===== src/rtl/cpu8_decode_regs.svh =====
// constants of the compare/logic opcode decoder: opcodes, nibbles, cycles
// assumes inclusion by the mode mapper and decoder modules only
// How it works
// - opcodes x1 in rows A-F, prefixed D1/E1, decode as accumulator compare
// - every compare changes only condition_flags, never A, X, H or memory
// - 3E, 65, 75, prefixed F3 compare H:X with word; 6, 3, 5, 6 cycles
// - opcodes x3 in rows A-F, prefixed D3/E3, decode as low index compare
// - opcode 72 decodes as one-cycle BCD adjust of the accumulator
// - 3B-7B, prefixed 6B: decrement M, A or X, branch when result nonzero
// - the X form 5B writes only the low index byte, never H
// - opcode 52 divides H:A by X, quotient to A, remainder to H, 6 cycles
// - opcodes x8 in rows A-F, prefixed D8/E8: A gets A xor memory
`ifndef CPU8_DECODE_REGS_SVH
`define CPU8_DECODE_REGS_SVH

`define OPC_PREFIX 8'h9E
`define OPC_BCD_ADJUST 8'h72
`define OPC_DIVIDE 8'h52
`define OPC_PAIR_EXT 8'h3E
`define OPC_PAIR_IMM 8'h65
`define OPC_PAIR_DIR 8'h75
`define OPC_PAIR_SP1 8'hF3
`define OPC_DEC_BRANCH_NONZERO_OP_DIR 8'h3B
`define OPC_DEC_BRANCH_NONZERO_OP_ACC 8'h4B
`define OPC_DEC_BRANCH_NONZERO_OP_XLOW 8'h5B
`define OPC_DEC_BRANCH_NONZERO_OP_IX1 8'h6B
`define OPC_DEC_BRANCH_NONZERO_OP_IX 8'h7B

`define LN_ACC_COMPARE 4'h1
`define LN_XLOW_COMPARE 4'h3
`define LN_ACC_XOR 4'h8
`define HN_IMM 4'hA
`define HN_DIR 4'hB
`define HN_EXT 4'hC
`define HN_IX2 4'hD
`define HN_IX1 4'hE
`define HN_IX 4'hF

`define CYC_IMM 4'h2
`define CYC_DIR 4'h3
`define CYC_EXT 4'h4
`define CYC_IX2 4'h4
`define CYC_IX1 4'h3
`define CYC_IX 4'h3
`define CYC_SP2 4'h5
`define CYC_SP1 4'h4
`define CYC_PAIR_EXT 4'h6
`define CYC_PAIR_IMM 4'h3
`define CYC_PAIR_DIR 4'h5
`define CYC_PAIR_SP1 4'h6
`define CYC_BCD_ADJUST 4'h1
`define CYC_DIVIDE 4'h6
`define CYC_DEC_BRANCH_NONZERO_OP_DIR 4'h7
`define CYC_DEC_BRANCH_NONZERO_OP_INH 4'h4
`define CYC_DEC_BRANCH_NONZERO_OP_IX1 4'h7
`define CYC_DEC_BRANCH_NONZERO_OP_IX 4'h6
`define CYC_DEC_BRANCH_NONZERO_OP_SP1 4'h8

`endif


===== src/rtl/cpu8_decode_pkg.sv =====
// types shared by the opcode decoder and its addressing-mode mapper
// assumes nothing beyond a SystemVerilog compiler
package cpu8_decode_pkg;

  typedef enum logic [3:0] {
    op_none = 4'b0000,
    acc_compare_op = 4'b0001,
    index_pair_compare_op = 4'b0010,
    index_low_compare_op = 4'b0011,
    bcd_adjust_op = 4'b0100,
    dec_branch_nonzero_op = 4'b0101,
    dec_branch_nonzero_xlow_op = 4'b0110,
    unsigned_divide_op = 4'b0111,
    acc_xor_op = 4'b1000
  } op_e;

  typedef enum logic [3:0] {
    mode_inh = 4'b0000,
    mode_imm = 4'b0001,
    mode_dir = 4'b0010,
    mode_ext = 4'b0011,
    mode_ix2 = 4'b0100,
    mode_ix1 = 4'b0101,
    mode_ix = 4'b0110,
    mode_sp2 = 4'b0111,
    mode_sp1 = 4'b1000,
    mode_imm16 = 4'b1001
  } mode_e;

  typedef enum logic [2:0] {
    alu_pass = 3'b000,
    alu_sub8 = 3'b001,
    alu_sub16 = 3'b010,
    alu_xor = 3'b011,
    alu_dec = 3'b100,
    alu_bcd = 3'b101,
    alu_div = 3'b110
  } alu_e;

endpackage : cpu8_decode_pkg


===== src/rtl/cpu8_mode_map.sv =====
// maps the high opcode nibble of the eight-mode families to a mode and
// cycle count; purely combinational, fed from the decoder
`include "cpu8_decode_regs.svh"
`timescale 1ns/100ps
`default_nettype none
module cpu8_mode_map
  import cpu8_decode_pkg::*;
(
  input wire logic [3:0] high_nibble,
  input wire logic sp_form,
  output mode_e mode,
  output logic [3:0] cycles
);

  always_comb begin
    unique case (high_nibble)
      `HN_IMM: begin
        mode = mode_imm;
        cycles = `CYC_IMM;
      end
      `HN_DIR: begin
        mode = mode_dir;
        cycles = `CYC_DIR;
      end
      `HN_EXT: begin
        mode = mode_ext;
        cycles = `CYC_EXT;
      end
      `HN_IX2: begin
        mode = sp_form ? mode_sp2 : mode_ix2;
        cycles = sp_form ? `CYC_SP2 : `CYC_IX2;
      end
      `HN_IX1: begin
        mode = sp_form ? mode_sp1 : mode_ix1;
        cycles = sp_form ? `CYC_SP1 : `CYC_IX1;
      end
      `HN_IX: begin
        mode = mode_ix;
        cycles = `CYC_IX;
      end
      default: begin
        mode = mode_inh;
        cycles = 4'h0;
      end
    endcase
  end

endmodule : cpu8_mode_map
`default_nettype wire


===== src/rtl/cpu8_compare_logic_decode.sv =====
// opcode decoder for compare, bcd adjust, decrement-branch, divide, xor
// assumes opcode bytes arrive from fetch on clk, one per in_valid pulse
`include "cpu8_decode_regs.svh"
`timescale 1ns/100ps
`default_nettype none
module cpu8_compare_logic_decode
  import cpu8_decode_pkg::*;
(
  input wire logic clk,
  input wire logic nrst,
  input wire logic ce,
  input wire logic in_valid,
  input wire logic [7:0] in_byte,
  output logic prefix_active,
  output logic dec_valid,
  output logic not_mine,
  output op_e op_class,
  output mode_e addr_mode,
  output alu_e alu_sel,
  output logic [3:0] cycles,
  output logic sp_based,
  output logic wide16,
  output logic flags_only,
  output logic writes_acc,
  output logic writes_xlow,
  output logic writes_h,
  output logic writes_mem,
  output logic branch_nonzero,
  output logic keep_h
);

  logic take;
  logic is_prefix;
  logic fam_row;
  mode_e fam_mode;
  logic [3:0] fam_cycles;
  logic next_hit;
  op_e next_op;
  mode_e next_mode;
  alu_e next_alu;
  logic [3:0] next_cycles;
  logic next_wide;
  logic next_flags_only;
  logic next_wacc;
  logic next_wxlow;
  logic next_wh;
  logic next_wmem;
  logic next_branch;
  logic next_keep_h;

  assign take = ce && in_valid;
  assign is_prefix = !prefix_active && (in_byte == `OPC_PREFIX);
  // prefixed family bytes only exist in rows D and E
  assign fam_row = (in_byte[7:4] >= `HN_IMM) &&
    (!prefix_active || in_byte[7:4] == `HN_IX2 ||
     in_byte[7:4] == `HN_IX1);

  cpu8_mode_map u_mode_map (
    .high_nibble(in_byte[7:4]),
    .sp_form(prefix_active),
    .mode(fam_mode),
    .cycles(fam_cycles)
  );

  always_comb begin
    next_hit = 1'b1;
    next_op = op_none;
    next_mode = mode_inh;
    next_alu = alu_pass;
    next_cycles = 4'h0;
    next_wide = 1'b0;
    next_flags_only = 1'b0;
    next_wacc = 1'b0;
    next_wxlow = 1'b0;
    next_wh = 1'b0;
    next_wmem = 1'b0;
    next_branch = 1'b0;
    next_keep_h = 1'b0;
    if (prefix_active && in_byte == `OPC_PAIR_SP1) begin
      next_op = index_pair_compare_op;
      next_mode = mode_sp1;
      next_alu = alu_sub16;
      next_cycles = `CYC_PAIR_SP1;
      next_wide = 1'b1;
      next_flags_only = 1'b1;
    end else if (prefix_active && in_byte == `OPC_DEC_BRANCH_NONZERO_OP_IX1) begin
      next_op = dec_branch_nonzero_op;
      next_mode = mode_sp1;
      next_alu = alu_dec;
      next_cycles = `CYC_DEC_BRANCH_NONZERO_OP_SP1;
      next_wmem = 1'b1;
      next_branch = 1'b1;
    end else if (fam_row && in_byte[3:0] == `LN_ACC_COMPARE) begin
      next_op = acc_compare_op;
      next_mode = fam_mode;
      next_alu = alu_sub8;
      next_cycles = fam_cycles;
      next_flags_only = 1'b1;
    end else if (fam_row && in_byte[3:0] == `LN_XLOW_COMPARE) begin
      next_op = index_low_compare_op;
      next_mode = fam_mode;
      next_alu = alu_sub8;
      next_cycles = fam_cycles;
      next_flags_only = 1'b1;
    end else if (fam_row && in_byte[3:0] == `LN_ACC_XOR) begin
      next_op = acc_xor_op;
      next_mode = fam_mode;
      next_alu = alu_xor;
      next_cycles = fam_cycles;
      next_wacc = 1'b1;
    end else if (prefix_active) begin
      next_hit = 1'b0;
    end else begin
      unique case (in_byte)
        `OPC_PAIR_EXT, `OPC_PAIR_IMM, `OPC_PAIR_DIR: begin
          next_op = index_pair_compare_op;
          next_alu = alu_sub16;
          next_wide = 1'b1;
          next_flags_only = 1'b1;
          if (in_byte == `OPC_PAIR_EXT) begin
            next_mode = mode_ext;
            next_cycles = `CYC_PAIR_EXT;
          end else if (in_byte == `OPC_PAIR_IMM) begin
            next_mode = mode_imm16;
            next_cycles = `CYC_PAIR_IMM;
          end else begin
            next_mode = mode_dir;
            next_cycles = `CYC_PAIR_DIR;
          end
        end
        `OPC_BCD_ADJUST: begin
          next_op = bcd_adjust_op;
          next_alu = alu_bcd;
          next_cycles = `CYC_BCD_ADJUST;
          next_wacc = 1'b1;
        end
        `OPC_DIVIDE: begin
          next_op = unsigned_divide_op;
          next_alu = alu_div;
          next_cycles = `CYC_DIVIDE;
          next_wacc = 1'b1;
          next_wh = 1'b1;
        end
        `OPC_DEC_BRANCH_NONZERO_OP_DIR, `OPC_DEC_BRANCH_NONZERO_OP_IX1, `OPC_DEC_BRANCH_NONZERO_OP_IX: begin
          next_op = dec_branch_nonzero_op;
          next_alu = alu_dec;
          next_wmem = 1'b1;
          next_branch = 1'b1;
          if (in_byte == `OPC_DEC_BRANCH_NONZERO_OP_DIR) begin
            next_mode = mode_dir;
            next_cycles = `CYC_DEC_BRANCH_NONZERO_OP_DIR;
          end else if (in_byte == `OPC_DEC_BRANCH_NONZERO_OP_IX1) begin
            next_mode = mode_ix1;
            next_cycles = `CYC_DEC_BRANCH_NONZERO_OP_IX1;
          end else begin
            next_mode = mode_ix;
            next_cycles = `CYC_DEC_BRANCH_NONZERO_OP_IX;
          end
        end
        `OPC_DEC_BRANCH_NONZERO_OP_ACC: begin
          next_op = dec_branch_nonzero_op;
          next_alu = alu_dec;
          next_cycles = `CYC_DEC_BRANCH_NONZERO_OP_INH;
          next_wacc = 1'b1;
          next_branch = 1'b1;
        end
        `OPC_DEC_BRANCH_NONZERO_OP_XLOW: begin
          next_op = dec_branch_nonzero_xlow_op;
          next_alu = alu_dec;
          next_cycles = `CYC_DEC_BRANCH_NONZERO_OP_INH;
          next_wxlow = 1'b1;
          next_keep_h = 1'b1;
          next_branch = 1'b1;
        end
        default: next_hit = 1'b0;
      endcase
    end
  end

  // prefix holds for exactly the next opcode byte
  always_ff @(posedge clk) begin
    if (!nrst) begin
      prefix_active <= 1'b0;
    end else if (take) begin
      prefix_active <= is_prefix;
    end
  end

  always_ff @(posedge clk) begin
    if (!nrst) begin
      dec_valid <= 1'b0;
      not_mine <= 1'b0;
      sp_based <= 1'b0;
    end else if (ce) begin
      dec_valid <= in_valid && !is_prefix && next_hit;
      not_mine <= in_valid && !is_prefix && !next_hit;
      if (in_valid) begin
        sp_based <= prefix_active && next_hit;
      end
    end
  end

  always_ff @(posedge clk) begin
    if (!nrst) begin
      op_class <= op_none;
      addr_mode <= mode_inh;
      alu_sel <= alu_pass;
      cycles <= 4'h0;
      wide16 <= 1'b0;
      flags_only <= 1'b0;
      writes_acc <= 1'b0;
      writes_xlow <= 1'b0;
      writes_h <= 1'b0;
      writes_mem <= 1'b0;
      branch_nonzero <= 1'b0;
      keep_h <= 1'b0;
    end else if (take && !is_prefix) begin
      op_class <= next_op;
      addr_mode <= next_mode;
      alu_sel <= next_alu;
      cycles <= next_cycles;
      wide16 <= next_wide;
      flags_only <= next_flags_only;
      writes_acc <= next_wacc;
      writes_xlow <= next_wxlow;
      writes_h <= next_wh;
      writes_mem <= next_wmem;
      branch_nonzero <= next_branch;
      keep_h <= next_keep_h;
    end
  end
endmodule : cpu8_compare_logic_decode
`default_nettype wire


===== config.mk =====
export PLATFORM = sky130hd
export DESIGN_NAME = cpu8_compare_logic_decode
export DESIGN_NICKNAME = d
export VERILOG_FILES = /design/src/rtl/cpu8_decode_pkg.sv /design/src/rtl/cpu8_mode_map.sv /design/src/rtl/cpu8_compare_logic_decode.sv
export VERILOG_INCLUDE_DIRS = /design/src /design/src/rtl
export SDC_FILE = /design/constraint.sdc
export NUM_CORES = 1
export LEC_CHECK = 0
export BUFFER_PORTS_ARGS = -buffer_cell sky130_fd_sc_hd__buf_2
export CAP_MARGIN = 5
export CORE_MARGIN = 4
export CORE_UTILIZATION = 31
export CTS_CLUSTER_DIAMETER = 200
export CTS_CLUSTER_SIZE = 40
export DETAILED_ROUTE_END_ITERATION = 10
export PLACE_DENSITY = 0.58
export SLEW_MARGIN = 10
export SYNTH_ARGS = -nofsm -noshare
export SYNTH_HDL_FRONTEND = slang
export SYNTH_SLANG_ARGS = --single-unit

===== constraint.sdc =====
create_clock -name clk -period 2.5 [get_ports clk]
set_input_delay 0.5 -clock clk [delete_from_list [all_inputs] [get_ports clk]]
set_output_delay 0.5 -clock clk [all_outputs]
set_load 0.05 [all_outputs]

==> results.ini, run 1 <==
[timing]
drv_slew=0
skew_ps=2.24
worst_pin_slew_ps=412
timing.hold.ws_ps=444
maxSlewHeadroom_pct=72.5
hold_violations=0
setup_viol_count_final=0
fin_crit_sh_pct=79.5
fmax_mhz=503
period_needed_ps=1990
setup-tns-final_ps=0
rsz0062_at_grt=no
worst_slack_ps=513

[synthesis]
syn_area_um2=1720
synth.avg_cell_area_um2=7.67
ys_seq_area_share_pct=30.3
ys_types=59
synth_edf_count=0
synth_seq_cells=26
syn_nets=236
ys.warnings.count=0
synthCells=224
async_flop_share_pct=0
synthFlopType=dfxtp_1

[pwr]
ir_drop_uv=239
p_comb_share_pct=21.5
pwr-share-seq_pct=43.3
switching_share_pct=29.0
p_int_uw=707
powerDensity_nw_per_um2=483
power_switching_uw=288
p_leak_nw=0.835
p_clk_share_pct=35.2

[critical_path]
start_kind=input pin
path_class=in2reg
cp_data_arrival_time_ps=2160
end_kind=flip-flop
crit_required_ps=2670
cp_max_fo=22

[place]
place_area_um2=1990
place_ws_ps=243
portBuffers=38
dp_hpwl_um=3920
finalWeightedCongestion=0.936

[routing]
wl_met3_um=327
met1_length_um=2440
vias=1796
wl_met2_um=2190
drt_iter0_markers=127
wl_um=5070
drc=0
wl_per_cell_um=15.4
first_pass_iters=4
viasPerCell=5.46
top_layer_used=met4
ant_nets=0

[clock_tree]
clk_latency_ps=280
htreeDepth=1
hold_buffers=0
cts_sinks=26
cts_tree=yes
cts_resized=0
cts_setup_buffers=0
ctsRootBufferMaster=clkbuf_8
numCtsBuffers=3
clk_pin_slew_worst_paths_ps=90
ctsLongestPathBuffers=2

[floorplan]
core_area_um2=5240
io_pins=39
die_h_um=82.4
die_x_um=82.4
die_area_um2=6800
start_util_pct=32.8
row_count=26

[layout]
drive_above_1_share_pct=24.3
antenna_cells=0
final_util_pct=39.4
final_cell_mix=buf_2 (38), nand2_1 (31), dfxtp_1 (26), o21ai_0 (18), nor2_1 (16)
area_growth_pct=20.1
final_common_cell=buf_2
nets=272
finalInstanceArea_um2=2060

[global_routing]
grt_antenna_before_repair=0
grt.total_usage_pct=16.5
grt_overflow=0
grt_pass1_wl_um=8560
grt_max_degree=23
grt_pass1_vias=1714

[worst_hold_path]
hold_class=reg2reg

[status]
outcome=finished, final reports clean

[job]
cap_violations=0

path summary, 6_finish.rpt:
kind	startpoint	end	slack (ps)	cells past startpoint
max	in_byte[6]	addr_mode[3]	510	8
min	alu_sel[2]	alu_sel[2]	440	2
max reg2reg	prefix_active	addr_mode[2]	720	7
min reg2reg	alu_sel[2]	alu_sel[2]	440	2
power groups by stage:
stage / registers, mW / clock network (mW) / logic (mW)
2_1_floorplan: 0.482 / 0 / 0.112
3_3_place_gp: 0.441 / 0 / 0.213
3_5_place_dp: 0.441 / 0 / 0.212
4_1_cts: 0.431 / 0.364 / 0.213
5_1_grt: 0.433 / 0.382 / 0.235
6_report: 0.431 / 0.351 / 0.214
cells by family (layout without fill, tap and decap cells):
group	after synthesis	after routing	share of synthesized area (%)
xor+xnor	1	1	0.510
buf+inv	23	58	6.34
mux	1	1	0.583
compound gates	69	69	28.8
flops	26	26	30.3
simple gates	104	104	33.5
state kept, by name (all words and copies together), names as in the netlist:
signal,count
addr_mode,4
alu_sel,3
branch_nonzero,1
cycles,4
dec_valid,1
flags_only,1
keep_h,1
not_mine,1
op_class,4
prefix_active,1
sp_based,1
wide16,1
writes_acc,1
writes_h,1
writes_mem,1
cell type report:
| type | count | area [um2] |
|---|---|---|
| fillers | 552 | 3170 |
| multi-input cells | 175 | 1090 |
| flip-flops and latches | 26 | 520 |
| repair buffers | 50 | 280 |
| well taps | 70 | 87.6 |
| clock buffers | 3 | 41.3 |
| clock inverters | 1 | 30.0 |
| inverters | 4 | 15.0 |
routing by layer:
layer  vias up  GRT usage (%)
met3        10           3.25
met1       836           23.2
met2        62           25.6
met4         0           4.32
met5         -              0
li1        888              -
worst max-delay path, cell delays in order:
cell and delay (ps):
buf_2 320, o21bai_1 160, o22ai_1 200, buf_4 180, and2b_1 260, nor2_1 100
a311oi_1 350, nor2_1 80
cell usage after synthesis (all sizes together), types with 2 or more instances:
cell type	n	area (um2)
a211o	2	17.5
a211oi	2	15.0
a21boi	4	30.0
a21o	3	22.5
a21oi	9	45.0
a22o	2	17.5
a311oi	2	23.8
a31oi	2	12.5
a32o	3	30.0
and2	5	31.3
and2b	2	15.0
and3	4	25.0
buf	11	63.8
clkbuf	8	30.0
dfxtp	26	521
inv	4	15.0
nand2	31	116
nand2b	6	37.5
nand3	6	35.0
nand3b	5	37.5
nand4	3	18.8
nand4bb	3	33.8
nor2	16	60.1
nor2b	5	31.3
nor3	7	35.0
nor3b	2	20.0
nor4	2	18.8
o211ai	3	22.5
o21a	3	22.5
o21ai	19	95.1
o22ai	3	18.8
or3	2	12.5
or3b	2	17.5
stage by stage:
stage / cells / power, mW
after CTS: 329 / 1.01
after floorplan: 224 / 0.594
after global placement: 325 / 0.654
after detailed placement: 325 / 0.654
final: 329 / 0.996
after global routing: 329 / 1.05
Power figures use the tool's default switching activity.
==> inputs of run 2 (changes only) <==
clock period = 1.85 ns   (was 2.5 ns; I/O delays follow)
==> results.ini, run 2 (same netlist as run 1, synthesis figures left out) <==
[status]
outcome=finished, final reports clean

[critical_path]
path_buf_inv=2  ; unchanged
cp_top_family=compound AO/OA/AOI/OAI gates
slowest_stage=and2b_1
path_cells=buf_2 > nor3b_1 > buf_4 > nor2_1 > and2b_1 > a211o_1 > a21o_1 > a311oi_2
cp_max_fo=11  ; -50%
path_class=in2reg
crit_required_ps=2040  ; -630 ps
end_kind=flip-flop
start_kind=input pin
cp_data_arrival_time_ps=1960  ; -200 ps
slowest_delay_ps=290  ; -60 ps

[global_routing]
grt.total_usage_pct=16.7  ; +0.19 points
grt_pass1_vias=1851  ; +8.0%
grt_antenna_before_repair=0  ; unchanged
grt_max_degree=22  ; -4.3%
grt_pass1_wl_um=8730  ; +2.0%
grt_overflow=0  ; unchanged

[pwr]
ir_drop_uv=317  ; +33%
powerDensity_nw_per_um2=584  ; +21%
p_leak_nw=1.05  ; +26%
power_mw=1.41  ; +42%

[floorplan]
start_util_pct=32.8  ; unchanged
die_area_um2=6800  ; unchanged
row_count=26  ; unchanged
die_h_um=82.4  ; unchanged
die_x_um=82.4  ; unchanged
io_pins=39  ; unchanged
core_area_um2=5240  ; unchanged

[timing]
worst_pin_slew_ps=354  ; -58.4 ps
timing.hold.ws_ps=395  ; -49.6 ps
period_needed_ps=1770
maxSlewHeadroom_pct=76.3  ; +3.9 points
skew_ps=1.69  ; -0.547 ps
fmax_mhz=566
rsz0062_at_grt=no
worst_slack_ps=83.3  ; -429 ps
drv_slew=0  ; unchanged
fin_crit_sh_pct=95.5
hold_violations=0  ; unchanged
setup_viol_count_final=0  ; unchanged

[clock_tree]
clk_latency_ps=270  ; about the same
hold_buffers=0  ; unchanged
numCtsBuffers=3  ; unchanged
htreeDepth=1  ; unchanged
cts_tree=yes
cts_sinks=26  ; unchanged
clk_pin_slew_worst_paths_ps=90  ; about the same
ctsLongestPathBuffers=2  ; unchanged
ctsRootBufferMaster=clkbuf_8

[layout]
nets=315  ; +16%
antenna_cells=0  ; unchanged
n_fill_cell=532  ; -3.6%
area_growth_pct=40.5
final_common_cell=buf_4
reg_top3=addr_mode: 4 flops, cycles: 4 flops, op_class: 4 flops
drive_above_1_share_pct=35.8  ; +11 points
final_cell_mix=buf_4 (54), buf_2 (38), nand2_1 (31), dfxtp_1 (25), o21ai_0 (18)

[routing]
wl_per_cell_um=14.3  ; -7.4%
viasPerCell=5.23  ; -4.2%
drc=0  ; unchanged
wl_um=5310  ; +4.7%
vias=1946  ; +8.4%
ant_nets=0  ; unchanged
drt_iter0_markers=142  ; +12%
first_pass_iters=4  ; unchanged

[place]
portBuffers=38  ; unchanged
dp_hpwl_um=4270  ; +8.9%
place_ws_ps=-171  ; -414 ps
finalWeightedCongestion=0.932  ; -0.34%

[worst_hold_path]
hold_class=in2reg

[job]
cap_violations=0  ; unchanged

## run 2: report_power, final
group / internal (mW) / total (mW) / switching [mW]
clock: 0.290 / 0.471 / 0.181
combinational: 0.143 / 0.354 / 0.211
sequential: 0.575 / 0.585 / 0.00960
total: 1.01 / 1.41 / 0.401
## run 2: worst paths after layout
kind	depth (start not counted)	startpoint	slack [ps]	to
setup / recovery	8	in_byte[3]	80	cycles[1]
hold / removal	3	ce	390	dec_valid
setup reg to reg	6	prefix_active	110	cycles[1]
hold reg to reg	2	op_class[2]	440	op_class[2]
## run 2: timing repair
action,CTS,global route
setup endpoints to repair,0,2
buffers inserted,0,0
gates resized for setup,0,2
## run 2: tightest hold or removal path, delay by kind of cell
kind / cells / cell delay [ps]
buffers and inverters: 1 / 90
and+or+nand+nor: 1 / 90
AOI/OAI and AO/OA: 1 / 70
## run 2: through the flow
step | utilization (%) | TNS [ps] | instance area, um2 | cells
detailed placement | 44.5 | -2080 | 2330 | 368
CTS | 45.8 | 0 | 2400 | 372
global route | 46.1 | 0 | 2410 | 372
floorplan | - | -0.704 | 1730 | 224
finish | 46.1 | 0 | 2410 | 372
global placement | 44.5 | -1270 | 2330 | 368
## run 2: metal layers
layer / up-vias / GRT usage, % / share of wire [%]
met2: 58 / 25.5 / 44
met4: 0 / 4.49 / 1.4
met1: 906 / 23.5 / 49
li1: 974 / - / -
met3: 8 / 3.58 / 5.7
met5: - / 0 / 0
## run 2: cell type report
type                            instances  area (um2)  share of cell area, %
Timing Repair Buffer                   93         616                   25.5
Clock buffer                            3        41.3                   1.71
Tap cell                               70        87.6                   3.63
Inverter                                4        15.0                  0.622
Clock inverter                          1        30.0                   1.24
Multi-Input combinational cell        175        1100                   45.7
Sequential cell                        26         522                   21.6
